===== src/core/lfs_pkg.sv =====
package lfs_pkg;

	// clock and converter timing
	localparam int unsigned CLK_FREQ_KHZ  = 250000;
	localparam int unsigned OSC_FREQ_KHZ  = 300;
	localparam int unsigned OSC_DIV_CYC   = CLK_FREQ_KHZ / OSC_FREQ_KHZ;
	localparam int unsigned SYNC_IDLE_US  = 30;
	localparam int unsigned SYNC_IDLE_CYC = (SYNC_IDLE_US * CLK_FREQ_KHZ + 999) / 1000;
	localparam int unsigned LATCH_COUNT   = 32770;

	// widths
	localparam int unsigned CH_N   = 2;
	localparam int unsigned CNT_W  = 16;
	localparam int unsigned OSC_W  = 10;
	localparam int unsigned IDLE_W = 16;
	localparam int unsigned SYN_W  = 18;

	// synchronised input vector field positions
	localparam int unsigned SY_CMP_LSB  = 0;
	localparam int unsigned SY_PWM      = 13;
	localparam int unsigned SY_SYNC     = 14;
	localparam int unsigned SY_EN       = 15;
	localparam int unsigned SY_SEL      = 16;
	localparam int unsigned SY_SEL_DRV  = 17;

	// reset value of the whole state
	localparam logic [3:0] RST_ZERO = 4'h0;

	// comparator results from the analog front end
	typedef struct packed {
		logic            reg_out_low;   // regulator below 4.0V
		logic            reg_out_ok;    // regulator above 4.5V
		logic            tj_hot;        // junction above 175C
		logic            tj_cool;       // junction below 150C
		logic            fb_over;       // feedback above 2.0V
		logic            fb_over_rel;   // feedback below 1.45V
		logic            cs_overcur;    // sense at or below supply-0.6V
		logic            fb_open_lvl;   // feedback at or above 1.7V
		logic            fb_short_lvl;  // feedback at or below 1.6V
		logic [CH_N-1:0] led_low;       // led pin at or below 0.3V
		logic [CH_N-1:0] led_high;      // led pin at or above 4.5V
	} lfs_cmp_t;

	// complete supervisor state
	typedef struct packed {
		logic                       uv_lock;
		logic                       therm;
		logic                       overv;
		logic                       ext_mode;
		logic                       sync_prev;
		logic [IDLE_W-1:0]          idle_cnt;
		logic [OSC_W-1:0]           osc_cnt;
		logic                       tick;
		logic [CNT_W-1:0]           gnd_cnt;
		logic                       gnd_lat;
		logic [CH_N-1:0]            open_lat;
		logic [CH_N-1:0]            short_lat;
		logic [CH_N-1:0][CNT_W-1:0] short_cnt;
		logic [CH_N-1:0]            drv_en;
		logic                       conv_run;
		logic                       ss_dis;
		logic                       sys_fault_oe;
		logic                       led_fault_oe;
		logic                       int_osc;
	} lfs_state_t;

endpackage


===== src/core/lfs_supervisor.sv =====
// Functional notes
// RULE_01 - select low enables both channels; high keeps channel one, turns channel two off
// RULE_02 - undriven channel select input reads as low
// RULE_03 - enabled channel with nothing attached still gets open detection
// RULE_04 - each enabled driver follows the pwm input level directly
// RULE_05 - controller holds pwm high when dimming is not used
// RULE_06 - controller keeps channel select steady during pwm dimming
// RULE_07 - converter switches only while at least one led output is active
// RULE_08 - system flag low on lockout, thermal, overvoltage, ground short; led flag on open/short
// RULE_09 - regulator lockout below 4.0V, release above 4.5V, stops all but regulator
// RULE_10 - thermal shutdown above 175C, release below 150C
// RULE_11 - overcurrent discharges soft-start and stops switching, recovers by itself
// RULE_12 - overvoltage above 2.0V discharges soft-start, stops switching, releases below 1.45V
// RULE_13 - led pin below 0.3V starts counter; expiry latches everything but regulator off
// RULE_14 - ground short counter clears if led pin recovers before expiry
// RULE_15 - led low with feedback at or above 1.7V latches that channel off at once
// RULE_16 - led high with feedback at or below 1.6V counts, then latches that channel off
// RULE_17 - short detection and counting only while pwm is high
// RULE_18 - short counter returns to zero if condition vanishes before expiry
// RULE_19 - delay counters tick at switching rate, latch at count 32770
// RULE_20 - latches clear only by enable going low or regulator lockout
// RULE_21 - sync rising edges only; internal oscillator resumes 30us after edges stop; code counts only sync-low time, so sync held high never falls back
// RULE_22 - controller never syncs slower than internal, nor drops to internal mid-sync
// RULE_23 - controller enables after supply and dimming level, sync and pwm after 4.6V
// RULE_24 - comparators, pwm and sync pass two flip-flops before use
`timescale 1ns/100ps
module lfs_supervisor #(
	parameter int unsigned SYNC_IDLE_CYC = lfs_pkg::SYNC_IDLE_CYC,
	parameter int unsigned LATCH_COUNT   = lfs_pkg::LATCH_COUNT
) (
	input  wire logic                       clk_sys_i,
	input  wire logic                       sys_rst_i,
	input  wire logic                       ce_i,
	input  wire logic                       enable_i,
	input  wire logic                       chan_sel_i,
	input  wire logic                       chan_sel_drv_i,
	input  wire logic                       pwm_i,
	input  wire logic                       sync_i,
	input  wire lfs_pkg::lfs_cmp_t          cmp_i,
	output logic      [lfs_pkg::CH_N-1:0]   led_drv_en_o,
	output logic                            conv_run_o,
	output logic                            ss_discharge_o,
	output logic                            switch_tick_o,
	output logic                            int_osc_o,
	output logic                            sys_fault_o,
	output logic                            sys_fault_oe_o,
	output logic                            led_fault_o,
	output logic                            led_fault_oe_o
);

	localparam logic [lfs_pkg::OSC_W-1:0]  OSC_LAST  =
		lfs_pkg::OSC_W'(lfs_pkg::OSC_DIV_CYC - 1);
	localparam logic [lfs_pkg::IDLE_W-1:0] IDLE_LAST =
		lfs_pkg::IDLE_W'(SYNC_IDLE_CYC - 1);
	localparam logic [lfs_pkg::CNT_W-1:0]  CNT_LAST  =
		lfs_pkg::CNT_W'(LATCH_COUNT);

	lfs_pkg::lfs_state_t state_reg;
	lfs_pkg::lfs_state_t state_next;

	logic [lfs_pkg::SYN_W-1:0] raw_in;
	logic [lfs_pkg::SYN_W-1:0] syn_in;
	lfs_pkg::lfs_cmp_t         cmp_s;
	logic                      pwm_s;
	logic                      sync_s;
	logic                      en_s;
	logic                      sel_s;

	// all asynchronous levels cross through one two-stage bank
	assign raw_in = {chan_sel_drv_i, chan_sel_i, enable_i, sync_i, pwm_i, cmp_i};

	lfs_sync2 #(
		.W (lfs_pkg::SYN_W)
	) u_sync (
		.clk_sys_i (clk_sys_i),
		.sys_rst_i (sys_rst_i),
		.ce_i      (ce_i),
		.d_i       (raw_in),
		.q_o       (syn_in)
	); // RULE_24

	// unpack the synchronised vector
	assign cmp_s  = syn_in[lfs_pkg::SY_PWM-1:lfs_pkg::SY_CMP_LSB];
	assign pwm_s  = syn_in[lfs_pkg::SY_PWM];
	assign sync_s = syn_in[lfs_pkg::SY_SYNC];
	assign en_s   = syn_in[lfs_pkg::SY_EN];
	// a floating select pin is pulled down inside the pad
	assign sel_s  = syn_in[lfs_pkg::SY_SEL_DRV] & syn_in[lfs_pkg::SY_SEL]; // RULE_02

	// channel enable from the select pin
	function automatic logic [lfs_pkg::CH_N-1:0] chan_map(input logic sel);
		chan_map = {~sel, 1'b1};
	endfunction

	// a channel is alive while selected, unlatched and not shut down
	function automatic logic [lfs_pkg::CH_N-1:0] alive_map(
		input logic                     sel,
		input logic                     down,
		input logic [lfs_pkg::CH_N-1:0] open_l,
		input logic [lfs_pkg::CH_N-1:0] short_l
	);
		alive_map = chan_map(sel) & ~open_l & ~short_l & {lfs_pkg::CH_N{~down}};
	endfunction

	logic                     clear_all;
	logic                     shutdown;
	logic [lfs_pkg::CH_N-1:0] alive;
	logic                     sync_rise;

	// latches drop only with enable low or a lockout
	assign clear_all = ~en_s | state_reg.uv_lock; // RULE_20
	assign shutdown  = clear_all | state_reg.therm | state_reg.gnd_lat; // RULE_09 RULE_10
	assign alive     = alive_map(sel_s, shutdown, state_reg.open_lat,
		state_reg.short_lat); // RULE_01 RULE_03
	// edge detector reads only the second stage
	assign sync_rise = sync_s & ~state_reg.sync_prev; // RULE_21

	// next-state logic for the whole supervisor
	always_comb
	begin
		logic                     any_low;
		logic [lfs_pkg::CH_N-1:0] alive_n;
		logic                     down_n;
		state_next = state_reg;
		any_low    = 1'b0;
		alive_n    = '0;
		down_n     = 1'b0;

		// lockout with hysteresis from two comparators
		if (cmp_s.reg_out_low)
			state_next.uv_lock = 1'b1; // RULE_09
		else if (cmp_s.reg_out_ok)
			state_next.uv_lock = 1'b0; // RULE_09

		// thermal shutdown with hysteresis
		if (cmp_s.tj_hot)
			state_next.therm = 1'b1; // RULE_10
		else if (cmp_s.tj_cool)
			state_next.therm = 1'b0; // RULE_10

		// overvoltage holds until feedback falls well below trip
		if (cmp_s.fb_over)
			state_next.overv = 1'b1; // RULE_12
		else if (cmp_s.fb_over_rel)
			state_next.overv = 1'b0; // RULE_12

		// sync edge tracking and fallback to internal oscillation
		state_next.sync_prev = sync_s;
		if (sync_rise)
		begin
			state_next.ext_mode = 1'b1; // RULE_21
			state_next.idle_cnt = '0;
		end
		else if (sync_s)
			state_next.idle_cnt = '0;
		else if (state_reg.ext_mode)
		begin
			if (state_reg.idle_cnt == IDLE_LAST)
			begin
				state_next.ext_mode = 1'b0; // RULE_21
				state_next.idle_cnt = '0;
			end
			else
				state_next.idle_cnt = state_reg.idle_cnt + 1'b1;
		end

		// internal oscillator free-runs so the switch back is seamless
		if (state_reg.osc_cnt == OSC_LAST)
			state_next.osc_cnt = '0;
		else
			state_next.osc_cnt = state_reg.osc_cnt + 1'b1;

		// switching tick, the clock of every delay counter
		if (state_reg.ext_mode)
			state_next.tick = sync_rise; // RULE_19
		else
			state_next.tick = (state_reg.osc_cnt == OSC_LAST); // RULE_19

		// ground short: any alive led pin low starts the delay
		any_low = |(alive & cmp_s.led_low);
		if (clear_all)
		begin
			state_next.gnd_cnt = '0; // RULE_20
			state_next.gnd_lat = 1'b0; // RULE_20
		end
		else if (!any_low)
			state_next.gnd_cnt = '0; // RULE_14
		else if (state_reg.tick && !state_reg.gnd_lat)
		begin
			state_next.gnd_cnt = state_reg.gnd_cnt + 1'b1; // RULE_13
			if (state_next.gnd_cnt == CNT_LAST)
			begin
				state_next.gnd_lat = 1'b1; // RULE_13 RULE_19
				state_next.gnd_cnt = '0;
			end
		end

		// per-channel open and short detection
		for (int i = 0; i < lfs_pkg::CH_N; i++)
		begin
			if (clear_all)
			begin
				state_next.open_lat[i]  = 1'b0; // RULE_20
				state_next.short_lat[i] = 1'b0; // RULE_20
				state_next.short_cnt[i] = '0;
			end
			else
			begin
				// open latches at once, no counter
				if (alive[i] && cmp_s.led_low[i] && cmp_s.fb_open_lvl)
					state_next.open_lat[i] = 1'b1; // RULE_15 RULE_03
				// short counting pauses while pwm is low
				if (!alive[i])
					state_next.short_cnt[i] = '0;
				else if (pwm_s)
				begin
					if (!(cmp_s.led_high[i] && cmp_s.fb_short_lvl))
						state_next.short_cnt[i] = '0; // RULE_18
					else if (state_reg.tick)
					begin
						state_next.short_cnt[i] = state_reg.short_cnt[i] + 1'b1; // RULE_16
						if (state_next.short_cnt[i] == CNT_LAST)
						begin
							state_next.short_lat[i] = 1'b1; // RULE_16 RULE_19
							state_next.short_cnt[i] = '0;
						end
					end
				end // RULE_17
			end
		end

		// outputs from the updated latches so they act one edge after detection;
		// lockout is taken from the next state as well, otherwise switching would
		// run one extra cycle while the system flag already reports the lockout
		down_n  = ~en_s | state_next.uv_lock | state_next.therm | state_next.gnd_lat; // RULE_09
		alive_n = alive_map(sel_s, down_n, state_next.open_lat, state_next.short_lat);
		state_next.drv_en   = alive_n & {lfs_pkg::CH_N{pwm_s}}; // RULE_04
		// switching stops while no output is alive or a limit is hit
		state_next.conv_run = (|alive_n) & ~state_next.overv & ~cmp_s.cs_overcur; // RULE_07 RULE_11 RULE_12
		state_next.ss_dis   = state_next.overv | cmp_s.cs_overcur | down_n; // RULE_11 RULE_12
		state_next.int_osc  = ~state_next.ext_mode;

		// open-drain flags pull low while their condition stands
		state_next.sys_fault_oe = state_next.uv_lock | state_next.therm |
			state_next.overv | state_next.gnd_lat; // RULE_08
		state_next.led_fault_oe = (|state_next.open_lat) |
			(|state_next.short_lat); // RULE_08
	end

	// single state register, frozen while clock enable is low
	always_ff @(posedge clk_sys_i)
	begin
		if (sys_rst_i)
			state_reg <= '0;
		else if (ce_i)
			state_reg <= state_next;
	end

	// every output but the two fault pins straight from the state register
	assign led_drv_en_o   = state_reg.drv_en;
	assign conv_run_o     = state_reg.conv_run;
	assign ss_discharge_o = state_reg.ss_dis;
	assign switch_tick_o  = state_reg.tick;
	assign int_osc_o      = state_reg.int_osc;
	assign sys_fault_oe_o = state_reg.sys_fault_oe;
	assign led_fault_oe_o = state_reg.led_fault_oe;
	// open drain: driven value is always low, the enable decides
	assign sys_fault_o    = 1'b0;
	assign led_fault_o    = 1'b0;

endmodule // lfs_supervisor


===== src/core/lfs_sync2.sv =====
`timescale 1ns/100ps
module lfs_sync2 #(
	parameter int unsigned W = 1
) (
	input  wire logic         clk_sys_i,
	input  wire logic         sys_rst_i,
	input  wire logic         ce_i,
	input  wire logic [W-1:0] d_i,
	output logic      [W-1:0] q_o
);

	logic [W-1:0] meta_reg;
	logic [W-1:0] meta_next;
	logic [W-1:0] q_reg;
	logic [W-1:0] q_next;

	// first stage feeds only the second stage
	always_comb
	begin
		meta_next = d_i;
		q_next    = meta_reg;
	end

	always_ff @(posedge clk_sys_i)
	begin
		if (sys_rst_i)
		begin
			meta_reg <= '0;
			q_reg    <= '0;
		end
		else if (ce_i)
		begin
			meta_reg <= meta_next;
			q_reg    <= q_next;
		end
	end

	assign q_o = q_reg;

endmodule // lfs_sync2


===== config.mk =====
export PLATFORM = sky130hd
export DESIGN_NAME = lfs_supervisor
export DESIGN_NICKNAME = d
export VERILOG_FILES = /design/src/core/lfs_pkg.sv /design/src/core/lfs_supervisor.sv /design/src/core/lfs_sync2.sv
export SDC_FILE = /design/constraint.sdc
export NUM_CORES = 1
export LEC_CHECK = 0
export BUFFER_PORTS_ARGS = -buffer_cell sky130_fd_sc_hd__buf_2
export CAP_MARGIN = 20
export CORE_ASPECT_RATIO = 0.5
export CORE_MARGIN = 2
export CORE_UTILIZATION = 25
export CTS_BUF_LIST = sky130_fd_sc_hd__clkbuf_8
export DETAILED_ROUTE_END_ITERATION = 8
export GPL_TIMING_DRIVEN = 0
export PLACE_DENSITY_LB_ADDON = 0.15
export SLEW_MARGIN = 20
export SYNTH_ARGS = -nofsm -noshare
export SYNTH_HDL_FRONTEND = slang
export SYNTH_SLANG_ARGS = --single-unit

===== constraint.sdc =====
create_clock -name clk_sys_i -period 3.55 [get_ports clk_sys_i]
set_input_delay 0 -clock clk_sys_i [delete_from_list [all_inputs] [get_ports clk_sys_i]]
set_output_delay 0 -clock clk_sys_i [all_outputs]
set_load 0.01 [all_outputs]

# Yosys cells after proc, flatten, opt, wreduce, memory -nomap -nowiden
# Index checks and enable logic that the tools add are counted.
[op_classes]
addsub = 5
multipliers = 0
div_mod_pow = 0
magnitude_cmp = 0
n_eq_ne = 10
shift = 0
muxes = 49
n_bitwise = 36
reduce_logical = 17
[op_table]
columns = ["operator", "count"]
rows = [
  ["$mux 16", 17],
  ["$add 16x1->16 const B", 4],
  ["$mux 17", 3],
  ["$eq 16x16->1 const B", 3],
  ["$mux 1", 28],
  ["$and 2x2->2", 8],
  ["$eq 16x13->1 const B", 1],
  ["$or 1x1->1", 12],
  ["$add 10x1->10 const B", 1],
  ["$eq 10x10->1 const B", 1],
  ["$mux 10", 1],
  ["$ne 3x2->1 const B", 3],
  ["$ne 4x4->1 const B", 2],
  ["$not 1->1", 8],
  ["$not 2->2", 4],
  ["$reduce_or 2->1", 4],
  ["$logic_and 1x1->1", 7],
  ["$reduce_and 3->1", 2],
  ["$and 1x1->1", 4],
  ["$reduce_and 2->1", 2],
  ["$reduce_bool 3->1", 1],
  ["$logic_not 1->1", 1],
]
[totals]
regBits = 128
latch_bits = 0
ramBits = 0
romBits = 0
input_bits = 21
out_inout_bits = 10
n_memories = 0

# Depth between registers and ports, before layout
[logic_depth]
word_depth = 17
depth_mapped = 9
depth_no_buf = 9

# Cells and area by module
# Synthesis repeated with hierarchy kept, for this count alone.
[unflattened]
cells_unflattened = 821
hier_area_um2 = 6680.2
[modules_own_cells]
columns = ["module", "instances", "cells_each", "area_each_um2"]
rows = [
  ["lfs_supervisor", 1, 705, 5373.9],
  ["lfs_sync2", 1, 116, 1306.3],
]

# Least setup slack after synthesis
# OpenSTA, ideal clock, no wires.
[synth_path]
path_kind = "register to register"
from = "reg state_reg[7] (netlist name)"
to = "reg state_reg[14] (netlist name)"
setup_time_ps = 122
arrival_ps = 2615
slack_ps = 814
stages_incl_launch_ff = 9
path_buffers = 0
period_less_slack_ps = 2736
path_cell_list = "dfxtp_1 ha_1 nand3_1 nor4_1 xor2_1 a2111o_1 o311a_4 and3_1 a221o_1"
[synth_between]
elab_chain_len = 8
[synth_rtl]
columns = ["item", "line", "source"]
rows = [
  ["start, declared", "lfs_supervisor.sv:58", "lfs_pkg::lfs_state_t state_reg;"],
  ["start signal, assigned", "lfs_supervisor.sv:256", "state_reg <= state_next;"],
  ["$add 16x1->16 (*)", "lfs_supervisor.sv:221", "state_next.short_cnt[i] = state_reg.short_cnt[i] + 1'b1;"],
  ["$eq 16x16->1", "lfs_supervisor.sv:222", "if (state_next.short_cnt[i] == CNT_LAST)"],
  ["$mux 16 (*)", "lfs_supervisor.sv:222", ""],
  ["$mux 16 (*)", "lfs_supervisor.sv:219", "else if (state_reg.tick)"],
  ["$mux 16 (*)", "lfs_supervisor.sv:217", "if (!(cmp_s.led_high[i] && cmp_s.fb_short_lvl))"],
  ["$mux 16 (*)", "lfs_supervisor.sv:215", "else if (pwm_s)"],
  ["$mux 16 (*)", "lfs_supervisor.sv:213", "if (!alive[i])"],
  ["$mux 16 (*)", "lfs_supervisor.sv:201", "if (clear_all)"],
]
# Mark *: on every way between the ends. The rest lies on a longest branch, timed or not. The select of a mux whose other input is x is not followed.
# A chain may end at the register's enable or synchronous reset.

# Worst setup path in the final report
[layout_path]
from = "reg state_reg[34] (netlist name)"
to = "reg state_reg[29] (netlist name)"
[layout_between]
elab_chain_len = 8
[layout_rtl]
columns = ["item", "line"]
rows = [
  ["$add 16x1->16", "lfs_supervisor.sv:221"],
  ["$eq 16x16->1", "lfs_supervisor.sv:222"],
  ["$mux 16", "lfs_supervisor.sv:222"],
  ["$mux 16", "lfs_supervisor.sv:219"],
  ["$mux 16", "lfs_supervisor.sv:217"],
  ["$mux 16", "lfs_supervisor.sv:215"],
  ["$mux 16", "lfs_supervisor.sv:213"],
  ["$mux 16", "lfs_supervisor.sv:201"],
]
# No other way between the ends. The select of a mux whose other input is x is not followed.

==> impl_summary.txt <==
----------------------------------------------------
[Run status]
  Status ... completed

[Run]
  Reported max-cap violation count ... 0

[Timing]
  Final Setup Violations ... 0
  Shortest clock period the worst path allows after layout ... 3233 ps
  Sum of negative setup slack ... 0 ps
  Achievable Freq ... 309.3 MHz
  Slew of the pin with the lowest slew margin ... 802.5 ps
  Number of hold violations in the final report ... 0
  Worst Skew ... 12.32 ps
  Hold slack ... approximately 140 ps
  Part of the cycle the worst path needs ... about nine tenths
  Final number of max-transition violations ... 0
  PnR worst setup slack ... 317.1 ps
  RSZ-0062 raised after global routing ... no
  Worst slew margin ... 46.18%

[Floorplanning]
  Core Box Area ... 0.02560 mm2
  X dimension of the die ... around 230 um
  Initial standard-cell utilization of the core ... 25.80%
  Ports placed on the boundary ... 31
  Die area ... 0.02782 mm2
  Vert. Die Dim ... 118.9 um
  Rows ... 41

[Clock network]
  Count of H-tree levels built during CTS ... 4
  Clock tree from TritonCTS ... yes
  Source-to-sink clock delay at the later pin of the worst-skew pair ... 450 ps
  Clock-pin transition on the worst setup and hold timing paths ... 80 ps
  Clock buffer count from CTS ... 17
  Root Buffer ... sky130_fd_sc_hd__clkbuf_8
  Count of buffers added by post-CTS timing repair for setup ... 0
  Bufs on Longest Clock Path ... 2
  Sink Count ... between 100 and 150

[Setup path]
  Crit path kind ... reg2reg
  Arrival time of the worst setup path ... 3570 ps
  Category of the worst setup path launch point ... register
  CP max stage delay ... ~600 ps
  R2R Path End ... state_reg[29]
  Crit. End Element ... register
  End point of the critical path ... state_reg[29]
  Sum of buffers and inverters on the critical path ... 2
  Critical path origin ... state_reg[34]
  Slowest cell on the critical path ... sky130_fd_sc_hd__or4_4
  CP Data Required Time ... 3890 ps
  Depth of the worst register-to-register path ... 9
  Maximum net fanout on the critical path ... 10
  Family with the most delay on the worst path ... simple AND/OR/NAND/NOR gates
  Slack of the worst reg-to-reg path ... 320 ps
  Worst flop-to-flop path startpoint ... state_reg[34]
  Instance count on the critical path ... 9
  CP cell instances ... clkbuf_1, nand2_1, or4_4, or3_1, a2111oi_2, a211oi_1, buf_2, a21oi_1, mux2i_1

[Power and ir drop]
  Ratio of total power to cell area ... between 300 and 400 mW/mm2
  Sw power ... roughly 760 uW
  P_leak ... 0.002876 uW
  Switching share of power ... 24.79%
  Sequential Power Share ... 48.3%
  IR Drop Worst-Case VDD ... approximately 0.22 mV
  Power share of the clock group ... 46.1%
  P_int ... roughly 2300 uW
  Share of power burned in combinational logic ... 5.6%

[GRT]
  Number of antenna violations at the first check in global routing ... 0
  Number of global-route vias before repair ... 5,517
  First-pass GRT wire length ... 28,920 um
  Total congestion overflow after global routing ... 0
  All-layer global routing usage ... between 10% and 20%
  Maximum number of pins on one net before global-route repair ... 17

[Synth]
  Synth unique cells ... 69
  Number of synthesized flops with an enable pin ... 0
  Cell Area, Synth ... 0.006605 mm2
  Count of synthesis-stage warnings from yosys ... 0
  Count of state elements after synthesis ... 128
  Post-synthesis instance total ... 811
  Syn_area_per_cell ... roughly 8.1 um2
  Top cell type by total area after synthesis ... sky130_fd_sc_hd__dfxtp_1
  Fraction of post-synthesis cell area in the top cell type by area ... between 30 and 40%
  Synth top area cells ... sky130_fd_sc_hd__dfxtp_1, sky130_fd_sc_hd__mux2i_1, sky130_fd_sc_hd__nor2_1, sky130_fd_sc_hd__nand2_1, sky130_fd_sc_hd__xor2_1
  Synth cell count leaders ... sky130_fd_sc_hd__dfxtp_1, sky130_fd_sc_hd__nor2_1, sky130_fd_sc_hd__nand2_1
  Async set-reset flop share out of synthesis ... 0%
  Seq/Total Area, Yosys ... 38.80%
  Library cell with the highest instance count after synthesis ... sky130_fd_sc_hd__dfxtp_1
  Most instantiated flip-flop cell in the synthesis netlist ... sky130_fd_sc_hd__dfxtp_1

[Cells and area]
  Total number of nets in the final design ... 907
  Cell area after layout ... 0.007805 mm2
  Synthesis-to-finish area growth ... 18.17%
  Share of cells above drive strength 1 ... 9.899%
  Number of antenna diodes ... 0
  Flip-flop count of the largest register after layout ... 84
  Non-Filler Instances ... 1,233

[Route]
  Antenna violation net count after detailed routing ... 0
  Wire length after detailed routing ... 17,520 um
  Routed length on met1 ... 8991 um
  Number of vias per cell ... 4.725
  Number of vias in the routed layout ... between 5,000 and 6,000
  WL/cell ... 14.21 um
  Detailed Routing Iterations Pass 1 ... 5
  Detailed route wirelength on metal2 ... 7854 um
  Highest routing layer actually used ... met4
  Starting DRC count in detailed routing ... approximately 320
  Number of remaining DRC errors ... 0
  Met3 wire len ... 402 um

[Place]
  Post-place setup slack ... roughly 210 ps
  Post-detail-place hpwl ... 12,330 um
  Placed cells ... 1,183
  Count of buffers inserted at the top-level ports ... 27
  Placed Instance Area ... 0.007174 mm2
  Routability congestion estimate from global placement ... 0.8788

[Hold path]
  Hold WC Path Type ... in2reg
  Min-delay src ... ce_i

----------------------------------------------------
-- layout make-up --
type | instances | area [um2]
buffer | 50 | 222.7
clock buffer | 18 | 247.7
clock inverter | 13 | 186.4
fill | 2717 | 17790
inverter | 22 | 82.58
multi-input combinational | 612 | 3747
sequential | 128 | 2562
tap | 344 | 430.4
timing repair buffer | 46 | 325.3
-- worst min path at each step --
stage                          to  slack (ps)  cells past startpoint
3_3_place_gp   u_sync.meta_reg[0]         230                      3
3_5_place_dp   u_sync.meta_reg[8]         250                      3
5_1_grt             state_reg[31]         180                      5
2_1_floorplan  u_sync.meta_reg[0]         150                      2
6_report            state_reg[31]         140                      5
4_1_cts             state_reg[31]         110                      5
-- power groups by stage --
stage          Sequential (uW)  Clock [uW]  Combinational (uW)
2_1_floorplan             1510           0                 102
3_3_place_gp              1520           0                 157
3_5_place_dp              1520           0                 159
4_1_cts                   1490        1470                 175
5_1_grt                   1490        1540                 191
6_report                  1490        1420                 173
-- what timing repair did --
item | in CTS | in global routing
hold buffers | 19 | 0
setup endpoints to repair | 0 | 9
resized for setup | 0 | 2
hold endpoints to repair | 20 | 0
-- worst reg2reg max path: cells and delay by family (launching register included) --
kind	cells	cell delay, ps
AOI/OAI and AO/OA	3	1020
buffers and inverters	2	620
DFF	1	310
muxes	1	90
and+or+nand+nor	3	1080
-- kinds of logic (layout without fill, tap and decap cells) --
logic type | Yosys count | in the layout | share of synthesized area [%]
compound gates | 139 | 139 | 14.25
flops | 128 | 128 | 38.80
other cells | 1 | 2 | 0.05677
buf+inv | 72 | 149 | 4.622
mux | 46 | 46 | 6.971
fa+ha+maj | 9 | 9 | 1.705
xor+xnor | 44 | 44 | 5.834
simple gates | 372 | 372 | 27.77
-- stage by stage --
step	utilization (%)	total power [uW]
after detailed placement	28.03	1679
after floorplan	-	1615
final	30.49	3079
after global placement	28.03	1677
after global routing	30.49	3217
after CTS	30.47	3128
-- layout by cell type, fill, tap and decap left out, types with 4 or more instances in the layout --
cell	Yosys	final
sky130_fd_sc_hd__dfxtp_1	128	128
sky130_fd_sc_hd__nor2_1	110	110
sky130_fd_sc_hd__nand2_1	85	85
sky130_fd_sc_hd__mux2i_1	46	46
sky130_fd_sc_hd__nand3_1	40	40
sky130_fd_sc_hd__buf_2	9	36
sky130_fd_sc_hd__a21oi_1	35	35
sky130_fd_sc_hd__o21ai_0	33	33
sky130_fd_sc_hd__clkbuf_1	32	32
sky130_fd_sc_hd__xor2_1	30	30
sky130_fd_sc_hd__inv_1	22	22
sky130_fd_sc_hd__nand4_1	22	22
sky130_fd_sc_hd__nor3_1	21	21
sky130_fd_sc_hd__dlygate4sd3_1	0	19
sky130_fd_sc_hd__or3_1	18	18
sky130_fd_sc_hd__clkbuf_8	0	18
sky130_fd_sc_hd__xnor2_1	14	14
sky130_fd_sc_hd__and3_1	13	13
sky130_fd_sc_hd__and2_1	9	9
sky130_fd_sc_hd__nor4_1	10	9
sky130_fd_sc_hd__ha_1	9	9
sky130_fd_sc_hd__a22oi_1	8	8
sky130_fd_sc_hd__nor4b_1	6	6
sky130_fd_sc_hd__nor2b_1	6	6
sky130_fd_sc_hd__a21boi_0	6	6
sky130_fd_sc_hd__nand2b_1	6	6
sky130_fd_sc_hd__buf_4	6	6
sky130_fd_sc_hd__and4_1	5	5
sky130_fd_sc_hd__a31oi_1	5	5
sky130_fd_sc_hd__a211oi_1	5	5
sky130_fd_sc_hd__o311ai_0	6	5
sky130_fd_sc_hd__or2_2	4	4
sky130_fd_sc_hd__a311oi_1	4	4
sky130_fd_sc_hd__or4_1	4	4
sky130_fd_sc_hd__bufinv_16	0	4
-- layer usage --
metal | vias to the layer above | GRT usage [%]
met5 | - | 0
met2 | 64 | 20.73
met3 | 18 | 2.945
li1 | 3019 | -
met4 | 0 | 4.391
met1 | 2725 | 17.68
Note: power is estimated with default switching activity, not from simulation.
